File: src/core/hsm_cfg.svh
`ifndef HSM_CFG_SVH
`define HSM_CFG_SVH
`define HSM_ADDR_WR 8'h6a
`define HSM_ADDR_RD 8'h6b
`define HSM_FIELD_W 12
`define HSM_TEMP_W 10
`define HSM_BIAS_NS 1000
`define HSM_CLK_NS 100
`define HSM_BIAS_CYC ((`HSM_BIAS_NS + `HSM_CLK_NS - 1) / `HSM_CLK_NS)
`define HSM_CONV_CYC 8
`define HSM_CFG_RST 8'h80
`define HSM_CFG_TEMP_BIT 7
`define HSM_CFG_MODE_LSB 0
`define HSM_CFG_MODE_MSB 1
`define HSM_RES_BYTES 8
`endif

File: src/core/hsm_pkg.sv
package hsm_pkg;
    typedef enum logic [2:0] {
        HSM_IDLE = 3'b000,
        HSM_BIAS = 3'b001,
        HSM_CHECK = 3'b011,
        HSM_HALL = 3'b010,
        HSM_CONV = 3'b110,
        HSM_DONE = 3'b111
    } hsm_state_type;
    typedef enum logic [1:0] {
        HSM_CH_X = 2'b00,
        HSM_CH_Y = 2'b01,
        HSM_CH_Z = 2'b10,
        HSM_CH_T = 2'b11
    } hsm_chan_type;
endpackage

File: src/core/hsm_conv_if.sv
`timescale 1ns/1ps
interface hsm_conv_if;
    logic start;
    hsm_pkg::hsm_chan_type chan;
    logic done;
    logic [11:0] result;
    modport seq (output start, output chan, input done, input result);
    modport adc (input start, input chan, output done, output result);
endinterface

File: src/core/hsm_adc.sv
`timescale 1ns/1ps
`include "hsm_cfg.svh"
module hsm_adc #(
    parameter int CONV_CYC = `HSM_CONV_CYC
) (
    input wire logic clk,
    input wire logic rst_n,
    input wire logic [11:0] sample,
    hsm_conv_if.adc cv
);
    logic [7:0] cnt_reg, cnt_next;
    logic busy_reg, busy_next;
    logic done_reg, done_next;
    logic [11:0] res_reg, res_next;
    initial begin
        if (CONV_CYC < 1 || CONV_CYC > 255) $error("CONV_CYC out of range");
    end
    always_comb begin
        cnt_next = cnt_reg;
        busy_next = busy_reg;
        done_next = 1'b0;
        res_next = res_reg;
        if (cv.start) begin
            busy_next = 1'b1;
            cnt_next = 8'(CONV_CYC - 1);
        end else if (busy_reg) begin
            if (cnt_reg == 8'h00) begin
                busy_next = 1'b0;
                done_next = 1'b1;
                res_next = sample;
            end else begin
                cnt_next = cnt_reg - 8'h01;
            end
        end
    end
    always_ff @(posedge clk or negedge rst_n) begin
        if (!rst_n) begin
            cnt_reg <= 8'h00;
            busy_reg <= 1'b0;
            done_reg <= 1'b0;
            res_reg <= 12'h000;
        end else begin
            cnt_reg <= cnt_next;
            busy_reg <= busy_next;
            done_reg <= done_next;
            res_reg <= res_next;
        end
    end
    assign cv.done = done_reg;
    assign cv.result = res_reg;
endmodule // hsm_adc

File: src/core/hsm_sequencer.sv
`timescale 1ns/1ps
`include "hsm_cfg.svh"
// Summary of operation
// Bus master is the microcontroller; this block only answers as slave.
// After start-up idle in low power, accept configuration writes.
// Each reconfiguration runs bias, supply check, Hall bias, conversions, return.
// X, Y, Z go one by one through one mux to one converter.
// Temperature after three fields, on after reset, skipped if disabled.
// Field results are 12 bits, temperature result 10 bits.
// Low supply halts the sequencer; restart from the start when good.
// A restart event mid-function abandons it and restarts from the start.
// Active-low open-drain interrupt signals a finished measurement cycle.
// Data line is open-drain: pull low or release only.
// Slave address byte 6A for write, 6B for read.
// Master may change rate and mode anytime; applied without reset.
// Master should read results on interrupt rather than poll.
// Master issues bus reset after power-up and after brownouts.
// No device drives data or clock low during power-up.
// Results are readable no later than the interrupt asserts.
module hsm_sequencer #(
    parameter int BIAS_CYC = `HSM_BIAS_CYC,
    parameter int CONV_CYC = `HSM_CONV_CYC
) (
    input wire logic clk_sys,
    input wire logic rst_n,
    input wire logic scl_in,
    input wire logic sda_in,
    output logic sda_out,
    output logic sda_oe,
    output logic int_n_out,
    output logic int_n_oe,
    input wire logic supply_ok,
    input wire logic [11:0] adc_sample,
    output logic [1:0] mux_sel,
    output logic hall_bias_en,
    output logic bias_en,
    output logic fast_osc_en,
    output logic [1:0] power_mode
);
    logic rst_s1_reg, rst_sync_n;
    hsm_conv_if cv ();
    initial begin
        if (BIAS_CYC < 1 || BIAS_CYC > 255) $error("BIAS_CYC out of range");
    end
    always_ff @(posedge clk_sys or negedge rst_n) begin
        if (!rst_n) begin
            rst_s1_reg <= 1'b0;
            rst_sync_n <= 1'b0;
        end else begin
            rst_s1_reg <= 1'b1;
            rst_sync_n <= rst_s1_reg;
        end
    end
    // single shared converter
    hsm_adc #(.CONV_CYC(CONV_CYC)) u_adc (
        .clk(clk_sys),
        .rst_n(rst_sync_n),
        .sample(adc_sample),
        .cv(cv)
    );
    // Slave bus side: start/stop detection and byte shifter
    logic scl_q_reg, sda_q_reg;
    logic [3:0] bit_reg, bit_next;
    logic [7:0] sh_reg, sh_next;
    logic [3:0] ptr_reg, ptr_next;
    logic act_reg, act_next;
    logic rd_reg, rd_next;
    logic first_reg, first_next;
    logic ack_reg, ack_next;
    logic drv_reg, drv_next;
    logic [7:0] cfg_reg, cfg_next;
    logic cfg_wr_reg, cfg_wr_next;
    logic [7:0] res_mem [0:`HSM_RES_BYTES-1];
    function automatic logic [7:0] rd_byte(input logic [3:0] p);
        rd_byte = (p < 4'(`HSM_RES_BYTES)) ? res_mem[p[2:0]] : cfg_reg;
    endfunction
    logic [7:0] rd_cur;
    assign rd_cur = rd_byte(ptr_reg);
    wire start_c = scl_in && scl_q_reg && sda_q_reg && !sda_in;
    wire stop_c = scl_in && scl_q_reg && !sda_q_reg && sda_in;
    wire scl_rise = scl_in && !scl_q_reg;
    wire scl_fall = !scl_in && scl_q_reg;
    always_comb begin
        bit_next = bit_reg;
        sh_next = sh_reg;
        ptr_next = ptr_reg;
        act_next = act_reg;
        rd_next = rd_reg;
        first_next = first_reg;
        ack_next = ack_reg;
        drv_next = drv_reg;
        cfg_next = cfg_reg;
        cfg_wr_next = 1'b0;
        // respond only after master start
        if (start_c) begin
            act_next = 1'b1;
            first_next = 1'b1;
            bit_next = 4'h0;
            drv_next = 1'b0;
            ack_next = 1'b0;
        end else if (stop_c) begin
            act_next = 1'b0;
            drv_next = 1'b0;
        end else if (act_reg && scl_rise && !ack_reg) begin
            sh_next = {sh_reg[6:0], sda_in};
            bit_next = bit_reg + 4'h1;
        end else if (act_reg && scl_rise && rd_reg && !first_reg && sda_in) begin
            // Master refused the byte: let go of the line until next start
            act_next = 1'b0;
        end else if (act_reg && scl_fall) begin
            if (ack_reg) begin
                ack_next = 1'b0;
                bit_next = 4'h0;
                drv_next = rd_reg ? !rd_cur[7] : 1'b0;
                if (rd_reg) sh_next = rd_cur;
            end else if (bit_reg == 4'h8) begin
                ack_next = 1'b1;
                // address match
                if (first_reg) begin
                    first_next = 1'b0;
                    if (sh_reg == `HSM_ADDR_WR || sh_reg == `HSM_ADDR_RD) begin
                        rd_next = sh_reg[0];
                        drv_next = 1'b1;
                        ptr_next = rd_next ? 4'h0 : ptr_reg;
                    end else begin
                        act_next = 1'b0;
                        ack_next = 1'b0;
                    end
                end else if (!rd_reg) begin
                    // configuration accepted anytime
                    cfg_next = sh_reg;
                    cfg_wr_next = 1'b1;
                    drv_next = 1'b1;
                end else begin
                    ptr_next = ptr_reg + 4'h1;
                    drv_next = 1'b0;
                end
            end else if (rd_reg && !first_reg) begin
                // Shifter moves on each rise, so the next bit sits in bit 7
                drv_next = !sh_reg[7];
            end else begin
                drv_next = 1'b0;
            end
        end
    end
    always_ff @(posedge clk_sys or negedge rst_sync_n) begin
        if (!rst_sync_n) begin
            scl_q_reg <= 1'b1;
            sda_q_reg <= 1'b1;
            bit_reg <= 4'h0;
            sh_reg <= 8'h00;
            ptr_reg <= 4'h0;
            act_reg <= 1'b0;
            rd_reg <= 1'b0;
            first_reg <= 1'b0;
            ack_reg <= 1'b0;
            drv_reg <= 1'b0;
            cfg_reg <= `HSM_CFG_RST;
            cfg_wr_reg <= 1'b0;
        end else begin
            scl_q_reg <= scl_in;
            sda_q_reg <= sda_in;
            bit_reg <= bit_next;
            sh_reg <= sh_next;
            ptr_reg <= ptr_next;
            act_reg <= act_next;
            rd_reg <= rd_next;
            first_reg <= first_next;
            ack_reg <= ack_next;
            drv_reg <= drv_next;
            cfg_reg <= cfg_next;
            cfg_wr_reg <= cfg_wr_next;
        end
    end
    // pull low or release
    assign sda_out = 1'b0;
    assign sda_oe = drv_reg;
    // Measurement sequencer
    hsm_pkg::hsm_state_type st_reg, st_next;
    hsm_pkg::hsm_chan_type ch_reg, ch_next;
    logic [7:0] tmr_reg, tmr_next;
    logic pend_reg, pend_next;
    logic irq_reg, irq_next;
    logic cstart_reg, cstart_next;
    logic [11:0] rx_reg, rx_next, ry_reg, ry_next, rz_reg, rz_next;
    logic [9:0] rt_reg, rt_next;
    logic [1:0] mode_reg, mode_next;
    logic hall_reg, hall_next, bias_reg, bias_next, osc_reg, osc_next;
    always_comb begin
        st_next = st_reg;
        ch_next = ch_reg;
        tmr_next = tmr_reg;
        pend_next = pend_reg | cfg_wr_reg;
        irq_next = 1'b0;
        cstart_next = 1'b0;
        rx_next = rx_reg;
        ry_next = ry_reg;
        rz_next = rz_reg;
        rt_next = rt_reg;
        // mode applied without reset
        mode_next = cfg_reg[`HSM_CFG_MODE_MSB:`HSM_CFG_MODE_LSB];
        // supply loss restarts sequence
        if (!supply_ok && st_reg != hsm_pkg::HSM_IDLE) begin
            st_next = hsm_pkg::HSM_BIAS;
            tmr_next = 8'(BIAS_CYC - 1);
        end else begin
            case (st_reg)
                hsm_pkg::HSM_IDLE: begin
                    // cycle after reconfiguration
                    if (pend_reg) begin
                        pend_next = cfg_wr_reg;
                        st_next = hsm_pkg::HSM_BIAS;
                        tmr_next = 8'(BIAS_CYC - 1);
                    end
                end
                hsm_pkg::HSM_BIAS: begin
                    if (tmr_reg == 8'h00) st_next = hsm_pkg::HSM_CHECK;
                    else tmr_next = tmr_reg - 8'h01;
                end
                hsm_pkg::HSM_CHECK: begin
                    st_next = hsm_pkg::HSM_HALL;
                    tmr_next = 8'(BIAS_CYC - 1);
                end
                hsm_pkg::HSM_HALL: begin
                    if (tmr_reg == 8'h00) begin
                        st_next = hsm_pkg::HSM_CONV;
                        ch_next = hsm_pkg::HSM_CH_X;
                        cstart_next = 1'b1;
                    end else begin
                        tmr_next = tmr_reg - 8'h01;
                    end
                end
                hsm_pkg::HSM_CONV: begin
                    // sequential channels
                    if (cv.done) begin
                        cstart_next = 1'b1;
                        case (ch_reg)
                            hsm_pkg::HSM_CH_X: begin
                                rx_next = cv.result;
                                ch_next = hsm_pkg::HSM_CH_Y;
                            end
                            hsm_pkg::HSM_CH_Y: begin
                                ry_next = cv.result;
                                ch_next = hsm_pkg::HSM_CH_Z;
                            end
                            hsm_pkg::HSM_CH_Z: begin
                                rz_next = cv.result;
                                // Mux stays on Z when temperature is off
                                if (cfg_reg[`HSM_CFG_TEMP_BIT]) begin
                                    ch_next = hsm_pkg::HSM_CH_T;
                                end else begin
                                    cstart_next = 1'b0;
                                    st_next = hsm_pkg::HSM_DONE;
                                end
                            end
                            default: begin
                                rt_next = cv.result[11:2];
                                cstart_next = 1'b0;
                                st_next = hsm_pkg::HSM_DONE;
                            end
                        endcase
                    end
                end
                hsm_pkg::HSM_DONE: begin
                    // results stored before interrupt
                    irq_next = 1'b1;
                    st_next = hsm_pkg::HSM_IDLE;
                end
                default: st_next = hsm_pkg::HSM_IDLE;
            endcase
        end
        // Enables registered so top outputs come from flops
        hall_next = (st_next == hsm_pkg::HSM_HALL) || (st_next == hsm_pkg::HSM_CONV);
        bias_next = (st_next != hsm_pkg::HSM_IDLE);
        osc_next = (st_next != hsm_pkg::HSM_IDLE) && (st_next != hsm_pkg::HSM_BIAS);
    end
    always_ff @(posedge clk_sys or negedge rst_sync_n) begin
        if (!rst_sync_n) begin
            st_reg <= hsm_pkg::HSM_IDLE;
            ch_reg <= hsm_pkg::HSM_CH_X;
            tmr_reg <= 8'h00;
            pend_reg <= 1'b0;
            irq_reg <= 1'b0;
            cstart_reg <= 1'b0;
            rx_reg <= 12'h000;
            ry_reg <= 12'h000;
            rz_reg <= 12'h000;
            rt_reg <= 10'h000;
            mode_reg <= 2'h0;
            hall_reg <= 1'b0;
            bias_reg <= 1'b0;
            osc_reg <= 1'b0;
        end else begin
            st_reg <= st_next;
            ch_reg <= ch_next;
            tmr_reg <= tmr_next;
            pend_reg <= pend_next;
            irq_reg <= irq_next;
            cstart_reg <= cstart_next;
            rx_reg <= rx_next;
            ry_reg <= ry_next;
            rz_reg <= rz_next;
            rt_reg <= rt_next;
            mode_reg <= mode_next;
            hall_reg <= hall_next;
            bias_reg <= bias_next;
            osc_reg <= osc_next;
        end
    end
    assign res_mem[0] = rx_reg[11:4];
    assign res_mem[1] = ry_reg[11:4];
    assign res_mem[2] = rz_reg[11:4];
    assign res_mem[3] = rt_reg[9:2];
    assign res_mem[4] = {rx_reg[3:0], ry_reg[3:0]};
    assign res_mem[5] = {rz_reg[3:0], rt_reg[1:0], 2'b00};
    assign res_mem[6] = {5'h00, st_reg};
    assign res_mem[7] = {6'h00, mode_reg};
    assign cv.start = cstart_reg;
    assign cv.chan = ch_reg;
    assign mux_sel = ch_reg;
    assign hall_bias_en = hall_reg;
    assign bias_en = bias_reg;
    assign fast_osc_en = osc_reg;
    assign power_mode = mode_reg;
    // open-drain active-low pulse
    assign int_n_out = 1'b0;
    assign int_n_oe = irq_reg;
endmodule // hsm_sequencer

File: config.mk
export PLATFORM = sky130hd
export DESIGN_NAME = hsm_sequencer
export DESIGN_NICKNAME = d
export VERILOG_FILES = /design/src/core/hsm_pkg.sv /design/src/core/hsm_conv_if.sv /design/src/core/hsm_adc.sv /design/src/core/hsm_sequencer.sv
export VERILOG_INCLUDE_DIRS = /design/src /design/src/core
export SDC_FILE = /design/constraint.sdc
export NUM_CORES = 1
export LEC_CHECK = 0
export BUFFER_PORTS_ARGS = -buffer_cell sky130_fd_sc_hd__buf_4
export CORE_MARGIN = 5
export CORE_UTILIZATION = 45
export CTS_CLUSTER_DIAMETER = 150
export DETAILED_ROUTE_END_ITERATION = 8
export HOLD_SLACK_MARGIN = 0.1
export SLEW_MARGIN = 10
export SYNTH_ARGS = -nofsm -noshare
export SYNTH_HDL_FRONTEND = slang
export SYNTH_SLANG_ARGS = --single-unit
File: constraint.sdc
create_clock -name clk_sys -period 6.4 [get_ports clk_sys]
set_clock_uncertainty 0.1 [all_clocks]
set_input_delay 1.28 -clock clk_sys [delete_from_list [all_inputs] [get_ports clk_sys]]
set_output_delay 1.28 -clock clk_sys [all_outputs]
set_load 0.01 [all_outputs]
# After elaboration in Yosys (flattened, before gate mapping)
# Index checks and enable logic that the tools add are counted.
classes:
  n_reduce_logical: 68
  magnitude_cmp: 2
  mux: 101
  n_addsub: 4
  bitwise_logic: 12
  n_eq_ne: 33
op_table:
  columns: ["op", "n"]
  rows:
  - ["$mux 8", 14]
  - ["$mux 1", 60]
  - ["$mux 4", 10]
  - ["$reduce_and 4->1", 7]
  - ["$bmux 8 s3", 1]
  - ["$pmux 8 s3", 1]
  - ["$reduce_and 6->1", 4]
  - ["$mux 3", 6]
  - ["$ne 3x3->1 const B", 6]
  - ["$reduce_and 9->1", 2]
  - ["$eq 8x7->1 const B", 2]
  - ["$logic_and 1x1->1", 16]
  - ["$logic_not 8->1", 2]
  - ["$reduce_bool 2->1", 8]
  - ["$reduce_bool 4->1", 4]
  - ["$sub 8x1->8 const B", 2]
  - ["$pmux 3 s5", 1]
  - ["$reduce_bool 3->1", 5]
  - ["$ne 2x2->1 const B", 7]
  - ["$not 1->1", 10]
  - ["$reduce_and 10->1", 1]
  - ["$eq 3x2->1 const B", 3]
  - ["$eq 3x3->1 const B", 3]
  - ["$logic_not 1->1", 9]
  - ["other kinds (27)", 36]
word_totals:
  register_bits: 123
  elab_cells: 252
  in_bits: 17

# Logic depth before layout (Yosys ltp)
# Gate-level depths: netlist of run 1.
logic_depth:
  depth_word: 13
  depth_mapped: 7

# Hierarchy
# From an unflattened synthesis of run 1, not the netlist that was laid out.
unflattened:
  hier_cells: 517
  area_unflattened_um2: 6088.3
by_module_without_submodules:
  columns: ["module", "area_per_inst_um2", "cells_each", "n_inst", "seq_area_each_um2"]
  rows:
  - ["hsm_sequencer", 5076.1, 440, 1, 2531.2]
  - ["hsm_adc", 1012.2, 77, 1, 550.5]

# Worst setup path before layout of run 1
# Ideal clock, no wire load.
synth_path:
  path_type: "input to register"
  from: "input port scl_in"
  to: "register cfg_reg[0]"
  setup_ns: 0.125
  path_slack_ns: 3.835
  arrival_time_ns: 2.340
  cell_stages: 5
  t_required_ns: 6.175
  cell_sequence: "and3b_1 -> nand2_1 -> or3_1 -> buf_2 -> mux2_2"
synth_via:
  elab_chain_cells: 7
  word_cells_on_any_way: 19
  cone_classes: "4 x bitwise; 15 x reduce/logical"
synth_rtl:
  columns: ["element", "line_no", "text"]
  rows:
  - ["start, declared", "hsm_sequencer.sv:26", "input wire logic scl_in,"]
  - ["$logic_and 1x1->1", "hsm_sequencer.sv:81", "wire scl_rise = scl_in && !scl_q_reg;"]
  - ["$logic_and 1x1->1", "hsm_sequencer.sv:104, hsm_sequencer.sv:107", null]
  - ["$logic_and 1x1->1 (3 in a row)", "hsm_sequencer.sv:107", "end else if (act_reg && scl_rise && rd_reg && !first_reg && sda_in) begin"]
  - ["$not 1->1 (no line)", null, null]
  - ["$reduce_and 9->1 (no line) *", null, null]
  - ["end signal, assigned", "hsm_sequencer.sv:158", "cfg_reg <= `HSM_CFG_RST;"]
  - ["end signal, assigned", "hsm_sequencer.sv:171", "cfg_reg <= cfg_next;"]
  - ["end, declared", "hsm_sequencer.sv:71", "logic [7:0] cfg_reg, cfg_next;"]
# Every way passes the cells marked *; elsewhere a longest branch is shown, timed or not.
# A chain may end at the register's enable or synchronous reset.

# Final worst setup path of run 1
layout_path:
  from: "input port scl_in"
  to: "register bit_reg[0]"
layout_via:
  elab_chain_cells: 7
  word_cells_on_any_way: 22
  cone_classes: "2 x eq/ne; 3 x mux; 17 x reduce/logical"
layout_rtl:
  columns: ["element", "line_no", "text"]
  rows:
  - ["$logic_and 1x1->1", "hsm_sequencer.sv:81", null]
  - ["$logic_and 1x1->1", "hsm_sequencer.sv:104, hsm_sequencer.sv:107", null]
  - ["$logic_and 1x1->1 (3 in a row)", "hsm_sequencer.sv:107", null]
  - ["$ne 3x3->1 (no line)", null, null]
  - ["$reduce_and 4->1 (no line)", null, null]
  - ["end signal, assigned", "hsm_sequencer.sv:163", "bit_reg <= bit_next;"]
  - ["end, declared", "hsm_sequencer.sv:63", "logic [3:0] bit_reg, bit_next;"]
# Parallel ways exist; a longest one is shown, timed or not. The select of a mux whose other input is x is not followed.

==> results of run 1 <==
## stage by stage
step	hold slack (ns)	utilization, %	worst slack, ns
6_report	0.201	52.0	3.76
5_1_grt	0.265	52.0	3.66
4_1_cts	0.233	52.0	3.79
3_5_place_dp	0.228	47.6	3.34
3_3_place_gp	0.227	47.6	3.43
2_1_floorplan	0.231	-	2.62
## final cells by class
| cell class | count | area [sq um] | share of cell area (%) |
|---|---|---|---|
| sequential | 123 | 3090 | 45.4 |
| multi-input combinational | 327 | 2670 | 39.2 |
| clock buffer | 23 | 478 | 7.03 |
| tap | 176 | 220 | 3.24 |
| timing repair buffer | 27 | 203 | 2.98 |
| clock inverter | 8 | 92.6 | 1.36 |
| inverter | 14 | 52.6 | 0.773 |
## power groups by stage
stage | Sequential [mW] | Combinational (mW) | Clock, mW
floorplan | 0.995 | 0.278 | 0
global placement | 1.03 | 0.326 | 0
detailed placement | 1.04 | 0.337 | 0
CTS | 1.03 | 0.339 | 0.942
global route | 1.05 | 0.380 | 0.973
finish | 1.03 | 0.334 | 0.918
## path summary, 6_finish.rpt
path | from | to | cells past startpoint
max | scl_in | bit_reg[0]$_DFFE_PN0P_ | 4
min | rst_sync_n$_DFF_PN0_ | u_adc.cnt_reg[2]$_DFFE_PN0P_ | 0
max reg2reg | u_adc.cnt_reg[2]$_DFFE_PN0P_ | u_adc.cv.result[2]$_DFFE_PN0P_ | 3
min reg2reg | rst_sync_n$_DFF_PN0_ | u_adc.cnt_reg[2]$_DFFE_PN0P_ | 0
max in group asynchronous | rst_sync_n$_DFF_PN0_ | ptr_reg[3]$_DFFE_PN0P_ | 1
min in group clk_sys | rst_s1_reg$_DFF_PN0_ | rst_sync_n$_DFF_PN0_ | 0
## cells by family (layout without fill, tap and decap cells)
family,after synthesis,after routing,synth area share (%)
fa+ha+maj,12,12,2.53
xor+xnor,10,10,1.48
flops,123,123,52.0
buf+inv,41,72,3.13
simple gates,114,114,11.4
mux,90,90,17.4
other cells,2,3,0.127
compound gates,98,98,11.9
## per-layer routing
layer	track usage, %	routed length (um)	vias up
li1	-	-	1846
met1	21.1	5640	2046
met4	6.06	145	0
met5	0	0	-
met2	26.4	5900	79
met3	4.67	462	12
## critical path, stage by stage
cell      delay (ns)
buf_4           0.12
nor4bb_2        0.93
a211oi_1        0.18
mux2_2          0.33
## placed cells by master (no fill, tap or decap), types with 11 or more instances in the layout
master	n
nand2_1	25
nor2_1	18
nand3_1	11
clkbuf_16	17
o21ai_0	24
ha_1	12
dfrtp_1	119
mux2_2	74
mux2i_1	13
buf_4	27
inv_1	14
==> reports/metrics.yaml, run 1 <==
outcome:
  status: "completed"
yosys:
  ys.warnings.count: 0
  synthTopCellsByCount: "dfrtp_1 (120), mux2_2 (74), nand2_1 (25), o21ai_0 (24), nor2_1 (18)"
  synth.avg_cell_area_sq_um: 12.1
  synth_area_leaders: "dfrtp_1 (51%), mux2_2 (14%), ha_1 (2.5%), mux2i_1 (2.2%), o21ai_0 (2.0%)"
  syn_area_sq_um: 5920
  yosysTopAreaCell: "dfrtp_1"
  ys_ff_latch: 123
  synthCells: 490
  yosys.cell_count.top_type: "dfrtp_1"
  seq_area_frac_synth_pct: 52.0
  synth.distinct_cells: 65
  synth_top_flop_cell: "dfrtp_1"
  yosysTopAreaCellShare_pct: 50.7
  synth_edf_count: 0
  synth_async_sr_flop_share_pct: 100
pwr:
  p_leak_nw: 3.07
  comb_power_share_pct: 14.7
  ir_drop_v: 0.000211
  p_sw_share_pct: 27.4
  pwr-share-seq_pct: 45.1
  p_per_area_nw_per_um2: 335
  p_int_mw: 1.65
  clkPwrFrac_pct: 40.3
  p_sw_uw: 625
  power.total_mw: 2.28
route:
  drt-pass1-iter-count: 4
  drcViolationCount: 0
  wl_per_cell_um: 17.4
  drtAntennaViolNets: 0
  vias_per_cell: 5.71
  drt_iter0_drc: 293
  wirelength_um: 12100
  vias: 3983
clock_tree:
  cts_tree: "done"
  cts_buffers: 17
  clock_path_buffers: 2
  cts-root-buf: "clkbuf_16"
  clkTransAtPathRegs_ns: 0.05
  insertion_delay_ns: 0.41
  cts_setup_buffers: 0
  cts_resized: 0
  cts.sinks: 123
  ctsHoldBuffers: 0
  htree_levels: 4
placed_design:
  gp_congestion: 0.814
  dp_hpwl_um: 8100
  place_inst: 667
  portBuffers: 25
  postPlaceCellArea_sq_um: 6230
floorplan:
  dieArea_sq_um: 15600
  start_util_pct: 45.3
  die_y_um: 125
  fp-row-count: 42
  core_area_sq_um: 13100
  die_x_um: 125
  ioPinCount: 28
layout:
  n_fill_cell: 1134
  nNetsFinal: 539
  fin_area_sq_um: 6800
  insertedDiodeCount: 0
  syn2layout_area_growth_pct: 14.8
  layout.cells.non_filler: 698
  drive_gt1_share_pct: 29.5
setup_path:
  endpoint_kind: "register"
  crit_path_start_kind: "input port"
  critPathMaxFanout: 14
  arrival_ns: 2.83
  required_ns: 6.59
  worst-setup-path-type: "input port to register"
  rrSetupSlack_ns: 3.97
hold_path:
  hp-class: "register to asynchronous set/reset pin"
timing:
  min_period_ns: 2.64
  tns_ns: 0
  maxSlewViolCount: 0
  fin_crit_sh_pct: 41.2
  max_freq_mhz: 379
  relSlewSlack_pct: 21.3
  setup_viol: 0
  worstMarginPinSlew_ns: 1.16
  hold_violations: 0
  rsz0062_at_grt: "no"
grt:
  grt_pass1_vias: 4065
  track_usage_pct: 16.4
  grt_pass1_wl_um: 20500
  grt_start_max_net_pins: 82
  antenna_found_initial: 0
  grt_overflow: 0
job:
  max_cap_violations: 0
Note: power is estimated with default switching activity, not from simulation.
==> run 2, diff against run 1 <==
==> constraint.sdc (replaced) <==
create_clock -name clk_sys -period 2.4 [get_ports clk_sys]
set_clock_uncertainty 0.1 [all_clocks]
set_input_delay 0.48 -clock clk_sys [delete_from_list [all_inputs] [get_ports clk_sys]]
set_output_delay 0.48 -clock clk_sys [all_outputs]
set_load 0.01 [all_outputs]
==> run 2 against run 1 <==
Clock power rose to 3.1 times the previous value. Register-to-register slack lost 3.7 ns. Count of clock-buffer cells in the layout fell by 3. First-iteration DRC count is 13% lower. Cell area up 3.8%. Worst hold slack got worse by 0.0086 ns. Wire length is 0.17% lower. Flip-flop and latch count did not move. Power increased to 2.8 times the previous value. Via count shrank 0.45%. Critical path type unchanged. Largest power group is now the clock network. Highest routed layer unchanged.
==> reports/metrics.yaml, run 2 (synthesized netlist as in run 1, its figures left out) <==
clock_tree:
  clock_path_buffers: 2  # unchanged
  cts_setup_buffers: 0  # unchanged
  cts_buffers: 17  # unchanged
  cts_resized: 0  # unchanged
  cts.sinks: 123  # unchanged
  ctsHoldBuffers: 3  # +3
  cts-root-buf: "clkbuf_16"
  clkTransAtPathRegs_ns: 0.05  # about the same
  htree_levels: 4  # unchanged
  cts_tree: "done"
  insertion_delay_ns: 0.42  # about the same
placed_design:
  gp_congestion: 0.828  # +1.7%
  place_inst: 684  # +2.5%
  portBuffers: 25  # unchanged
  dp_hpwl_um: 8300  # +2.4%
route:
  wirelength_um: 12100  # -0.17%
  drt_iter0_drc: 254  # -13%
  vias_per_cell: 5.52  # -3.2%
  wl_per_cell_um: 16.9  # -3.0%
  drcViolationCount: 0  # unchanged
  vias: 3965  # -0.45%
  drtAntennaViolNets: 0  # unchanged
  drt-pass1-iter-count: 4  # unchanged
timing:
  fin_crit_sh_pct: 94.5
  setup_viol: 0  # unchanged
  max_freq_mhz: 441
  maxSlewViolCount: 0  # unchanged
  rsz0062_at_grt: "no"
  hold_violations: 0  # unchanged
  min_period_ns: 2.27
  relSlewSlack_pct: 55.8  # +35 points
  tns_ns: 0  # unchanged
  worstMarginPinSlew_ns: 0.653  # -0.510 ns
pwr:
  ir_drop_v: 0.000504  # +140%
  p_per_area_nw_per_um2: 912  # +170%
  p_leak_nw: 3.21  # +4.4%
layout:
  drive_gt1_share_pct: 31.9  # +2.4 points
  layout.cells.non_filler: 718  # +2.9%
  syn2layout_area_growth_pct: 19.2
  insertedDiodeCount: 0  # unchanged
  final_common_cell: "dfrtp_1"
  nNetsFinal: 559  # +3.7%
  n_fill_cell: 1108  # -2.3%
  final_cell_mix: "dfrtp_1 (119), mux2_2 (74), buf_4 (42), nand2_1 (25), o21ai_0 (24)"
floorplan:
  die_y_um: 125  # unchanged
  fp-row-count: 42  # unchanged
  core_area_sq_um: 13100  # unchanged
  start_util_pct: 45.3  # unchanged
  die_x_um: 125  # unchanged
  ioPinCount: 28  # unchanged
  dieArea_sq_um: 15600  # unchanged
setup_path:
  required_ns: 2.59  # -4.00 ns
  r2r-start: "scl_q_reg$_DFF_PN1_"
  reg2regPathDepth: 4  # +1
  endpoint_kind: "register"
  worst-setup-path-type: "input port to register"
  rrSetupSlack_ns: 0.29  # -3.68 ns
  critPathMaxFanout: 9  # -5
  worstReg2RegEnd: "cfg_reg[1]$_DFFE_PN0P_"
  crit_path_start_kind: "input port"
  arrival_ns: 2.46  # -0.37 ns
hold_path:
  hp-class: "input port to register"
  min-delay-start: "adc_sample[7]"
  min_to: "u_adc.cv.result[7]$_DFFE_PN0P_"
  hold_depth: 2
outcome:
  status: "completed"
grt:
  grt_pass1_wl_um: 20900  # +2.0%
  grt_pass1_vias: 4123  # +1.4%
  track_usage_pct: 16.9  # +0.48 points
  grt_overflow: 0  # unchanged
  grt_start_max_net_pins: 43  # -48%
  antenna_found_initial: 0  # unchanged
job:
  max_cap_violations: 0  # unchanged
-- run 2: cell types whose count changed in the layout (fill, tap and decap cells not counted) --
cell	change
dlygate4sd3_1	+3
clkinv_2	-3
buf_4	+15
clkinv_4	+2
buf_12	+2
clkbuf_1	-2
clkinvlp_4	+1
clkbuf_8	-1
bufinv_16	+3
-- run 2: layer usage --
layer  vias to the layer above  global-route usage (%)  wire (um)
li1                       1896                       -          -
met1                      2000                    22.4       5890
met2                        55                    26.4       5720
met3                        14                    4.25        320
met4                         0                    7.09        196
met5                         -                       0          0
-- run 2: area by class of cell --
cell class / count / area (sq um) / area share [%]
Clock buffer: 20 / 457 / 6.47
Multi-Input combinational cell: 327 / 2670 / 37.8
Clock inverter: 11 / 193 / 2.73
Tap cell: 176 / 220 / 3.12
Timing Repair Buffer: 47 / 385 / 5.46
Inverter: 14 / 52.6 / 0.744
Sequential cell: 123 / 3090 / 43.7
-- run 2: per-stage QoR --
step	total power, mW	instance area (sq um)	utilization [%]	hold WS, ns	setup WS (ns)
after floorplan	3.39	5930	-	0.0844	0.252
after global placement	3.64	6380	48.8	0.162	0.329
after detailed placement	3.69	6380	48.8	0.167	0.289
after CTS	6.52	7060	54.0	0.173	0.157
after global routing	6.79	7060	54.0	0.175	0.0219
final	6.44	7060	54.0	0.193	0.133
-- run 2: worst max-delay path by stage --
stage / startpoint / endpoint
after CTS: scl_in / cfg_reg[1]$_DFFE_PN0P_
after global routing: scl_in / cfg_reg[1]$_DFFE_PN0P_
final: scl_in / cfg_reg[1]$_DFFE_PN0P_
after floorplan: rst_sync_n$_DFF_PN0_ / ack_reg$_DFFE_PN0P_
after detailed placement: scl_in / cfg_reg[1]$_DFFE_PN0P_
after global placement: scl_in / cfg_reg[4]$_DFFE_PN0P_
-- run 2: critical path: stages --
cell           delay, ns
dlygate4sd3_1       0.53
buf_4               0.16
and3b_1             0.31
nand2_1             0.12
or3_1               0.51
mux2_2              0.35
-- run 2: report_power, final --
group	total [mW]	switching [mW]	internal (mW)
logic	0.925	0.451	0.474
registers	2.72	0.353	2.37
clock network	2.80	0.907	1.89
total	6.44	1.71	4.73
==> run 3, diff against run 2 <==
--- a/config.mk
+++ b/config.mk
@@ -9,6 +9,7 @@
 export BUFFER_PORTS_ARGS = -buffer_cell sky130_fd_sc_hd__buf_4
 export CORE_MARGIN = 5
 export CORE_UTILIZATION = 45
+export CTS_BUF_LIST = sky130_fd_sc_hd__clkbuf_16
 export CTS_CLUSTER_DIAMETER = 150
 export DETAILED_ROUTE_END_ITERATION = 8
 export HOLD_SLACK_MARGIN = 0.1
==> run 3 against run 2 <==
Clock power fell by 3%. Flip-flop and latch count did not move. Critical endpoint unchanged. Maximum frequency barely moved. Die area did not move. Register-to-register slack barely moved. Power fell by 1.2%.
==> reports/metrics.yaml, run 3 (synthesized netlist as in run 1, its figures left out) <==
outcome:
  status: "completed"
timing:
  setup_viol: 0  # unchanged
  holdWs_ns: 0.196  # +0.00357 ns
  tns_ns: 0  # unchanged
  setup_slack_ns: 0.132  # -0.00138 ns
  maxSlewViolCount: 0  # unchanged
  rsz0062_at_grt: "no"
  hold_violations: 0  # unchanged
  max_freq_mhz: 441  # about the same
  fin_crit_sh_pct: 94.5  # about the same
  worstMarginPinSlew_ns: 0.651  # -0.00194 ns
  relSlewSlack_pct: 56.0  # +0.13 points
  min_period_ns: 2.27  # +0.00138 ns
placed_design:
  gp_congestion: 0.828  # unchanged
  dp_slack_ns: 0.289  # unchanged
  portBuffers: 25  # unchanged
  place_inst: 684  # unchanged
  dp_hpwl_um: 8300  # unchanged
  postPlaceCellArea_sq_um: 6380  # unchanged
route:
  wl_per_cell_um: 16.9  # +0.20%
  drtAntennaViolNets: 0  # unchanged
  vias: 3998  # +0.83%
  drcViolationCount: 0  # unchanged
  drt_iter0_drc: 248  # -2.4%
  vias_per_cell: 5.57  # +0.83%
  wirelength_um: 12100  # +0.20%
  drt-pass1-iter-count: 4  # unchanged
clock_tree:
  insertion_delay_ns: 0.41  # about the same
  cts_tree: "done"
  cts-root-buf: "clkbuf_16"
  cts_buffers: 17  # unchanged
  clock_path_buffers: 2  # unchanged
  cts.sinks: 123  # unchanged
  cts_resized: 0  # unchanged
  htree_levels: 4  # unchanged
  clkTransAtPathRegs_ns: 0.05  # about the same
setup_path:
  cpLargestDelayFamily: "simple AND/OR/NAND/NOR gates"
  worst-setup-path-type: "input port to register"
  critPathBufInv: 2  # unchanged
  required_ns: 2.59  # about the same
  path_cells: "dlygate4sd3_1 > buf_4 > and3b_1 > nand2_1 > or3_1 > mux2_2"
  slowest_delay_ns: 0.53  # about the same
  endpoint_kind: "register"
  arrival_ns: 2.46  # about the same
  cp_slowest_cell: "dlygate4sd3_1"
  critPathMaxFanout: 9  # unchanged
  crit_path_start_kind: "input port"
layout:
  nNetsFinal: 559  # unchanged
  syn2layout_area_growth_pct: 18.8
  fin_area_sq_um: 7040  # -0.28%
  layout.cells.non_filler: 718  # unchanged
  final_common_cell: "dfrtp_1"
  final_cell_mix: "dfrtp_1 (119), mux2_2 (74), buf_4 (42), nand2_1 (25), o21ai_0 (24)"
  insertedDiodeCount: 0  # unchanged
  drive_gt1_share_pct: 31.5  # -0.37 points
grt:
  track_usage_pct: 16.8  # -0.047 points
  grt_pass1_vias: 4126  # +0.073%
  grt_overflow: 0  # unchanged
  grt_pass1_wl_um: 21000  # +0.16%
  antenna_found_initial: 0  # unchanged
  grt_start_max_net_pins: 43  # unchanged
pwr:
  p_sw_mw: 1.70  # -0.40%
  comb_power_share_pct: 14.6  # +0.2 points
  ir_drop_v: 0.000546  # +8.4%
  p_per_area_nw_per_um2: 904  # -0.88%
  p_int_mw: 4.66  # -1.4%
  clkPwrFrac_pct: 42.7  # -0.7 points
  p_sw_share_pct: 26.8  # +0.21 points
  p_leak_nw: 3.20  # -0.22%
  pwr-share-seq_pct: 42.8  # +0.6 points
job:
  max_cap_violations: 0  # unchanged
floorplan:
  start_util_pct: 45.3  # unchanged
  core_area_sq_um: 13100  # unchanged
  fp-row-count: 42  # unchanged
  dieArea_sq_um: 15600  # unchanged
  ioPinCount: 28  # unchanged
  die_y_um: 125  # unchanged
  die_x_um: 125  # unchanged
hold_path:
  hp-class: "input port to register"
[run 3: cell count changes in the layout (fill, tap and decap cells not counted)]
cell and change:
inv_1 +1, clkbuf_8 -2, clkinv_1 +2, clkbuf_1 -1
[run 3: through the flow]
stage	total power, mW	utilization (%)
finish	6.37	53.8
global route	6.72	53.8
CTS	6.44	53.7
detailed placement	3.69	48.8
global placement	3.64	48.8
floorplan	3.39	-
[run 3: area by class of cell]
type / count / area [sq um]
Fill cell: 1109 / 6040
Multi-Input combinational cell: 327 / 2670
Clock buffer: 17 / 425
Timing Repair Buffer: 47 / 385
Inverter: 14 / 52.6
Sequential cell: 123 / 3090
Tap cell: 176 / 220
Clock inverter: 14 / 204
[run 3: power by group through the flow]
stage / logic, mW / clock network (mW) / registers [mW]
global route: 1.06 / 2.88 / 2.78
finish: 0.927 / 2.72 / 2.72
floorplan: 0.741 / 0 / 2.65
detailed placement: 0.935 / 0 / 2.75
CTS: 0.941 / 2.78 / 2.72
global placement: 0.901 / 0 / 2.74
[run 3: routing by layer]
layer	global-route usage, %	share of wire [%]	vias to the layer above
met5	0	0	-
met4	5.74	1.1	0
met1	22.4	48	2023
met2	26.6	48	62
met3	4.76	3.0	14
li1	-	-	1899
[run 3: final timing paths]
kind,startpoint,endpoint,slack (ns),cells past startpoint
min in group asynchronous,rst_sync_n$_DFF_PN0_,mux_sel[1]$_DFFE_PN0P_,0.24,0
max in group asynchronous,rst_sync_n$_DFF_PN0_,scl_q_reg$_DFF_PN1_,1.28,1
setup / recovery,scl_in,cfg_reg[1]$_DFFE_PN0P_,0.13,6
setup reg to reg,scl_q_reg$_DFF_PN1_,cfg_reg[1]$_DFFE_PN0P_,0.29,4
hold / removal,adc_sample[7],u_adc.cv.result[7]$_DFFE_PN0P_,0.20,2
hold reg to reg,rst_sync_n$_DFF_PN0_,mux_sel[1]$_DFFE_PN0P_,0.24,0
[run 3: repair_timing]
item	in CTS	in global routing
buffers inserted	0	0
endpoints found under the hold margin	3	1
hold buffers	2	1
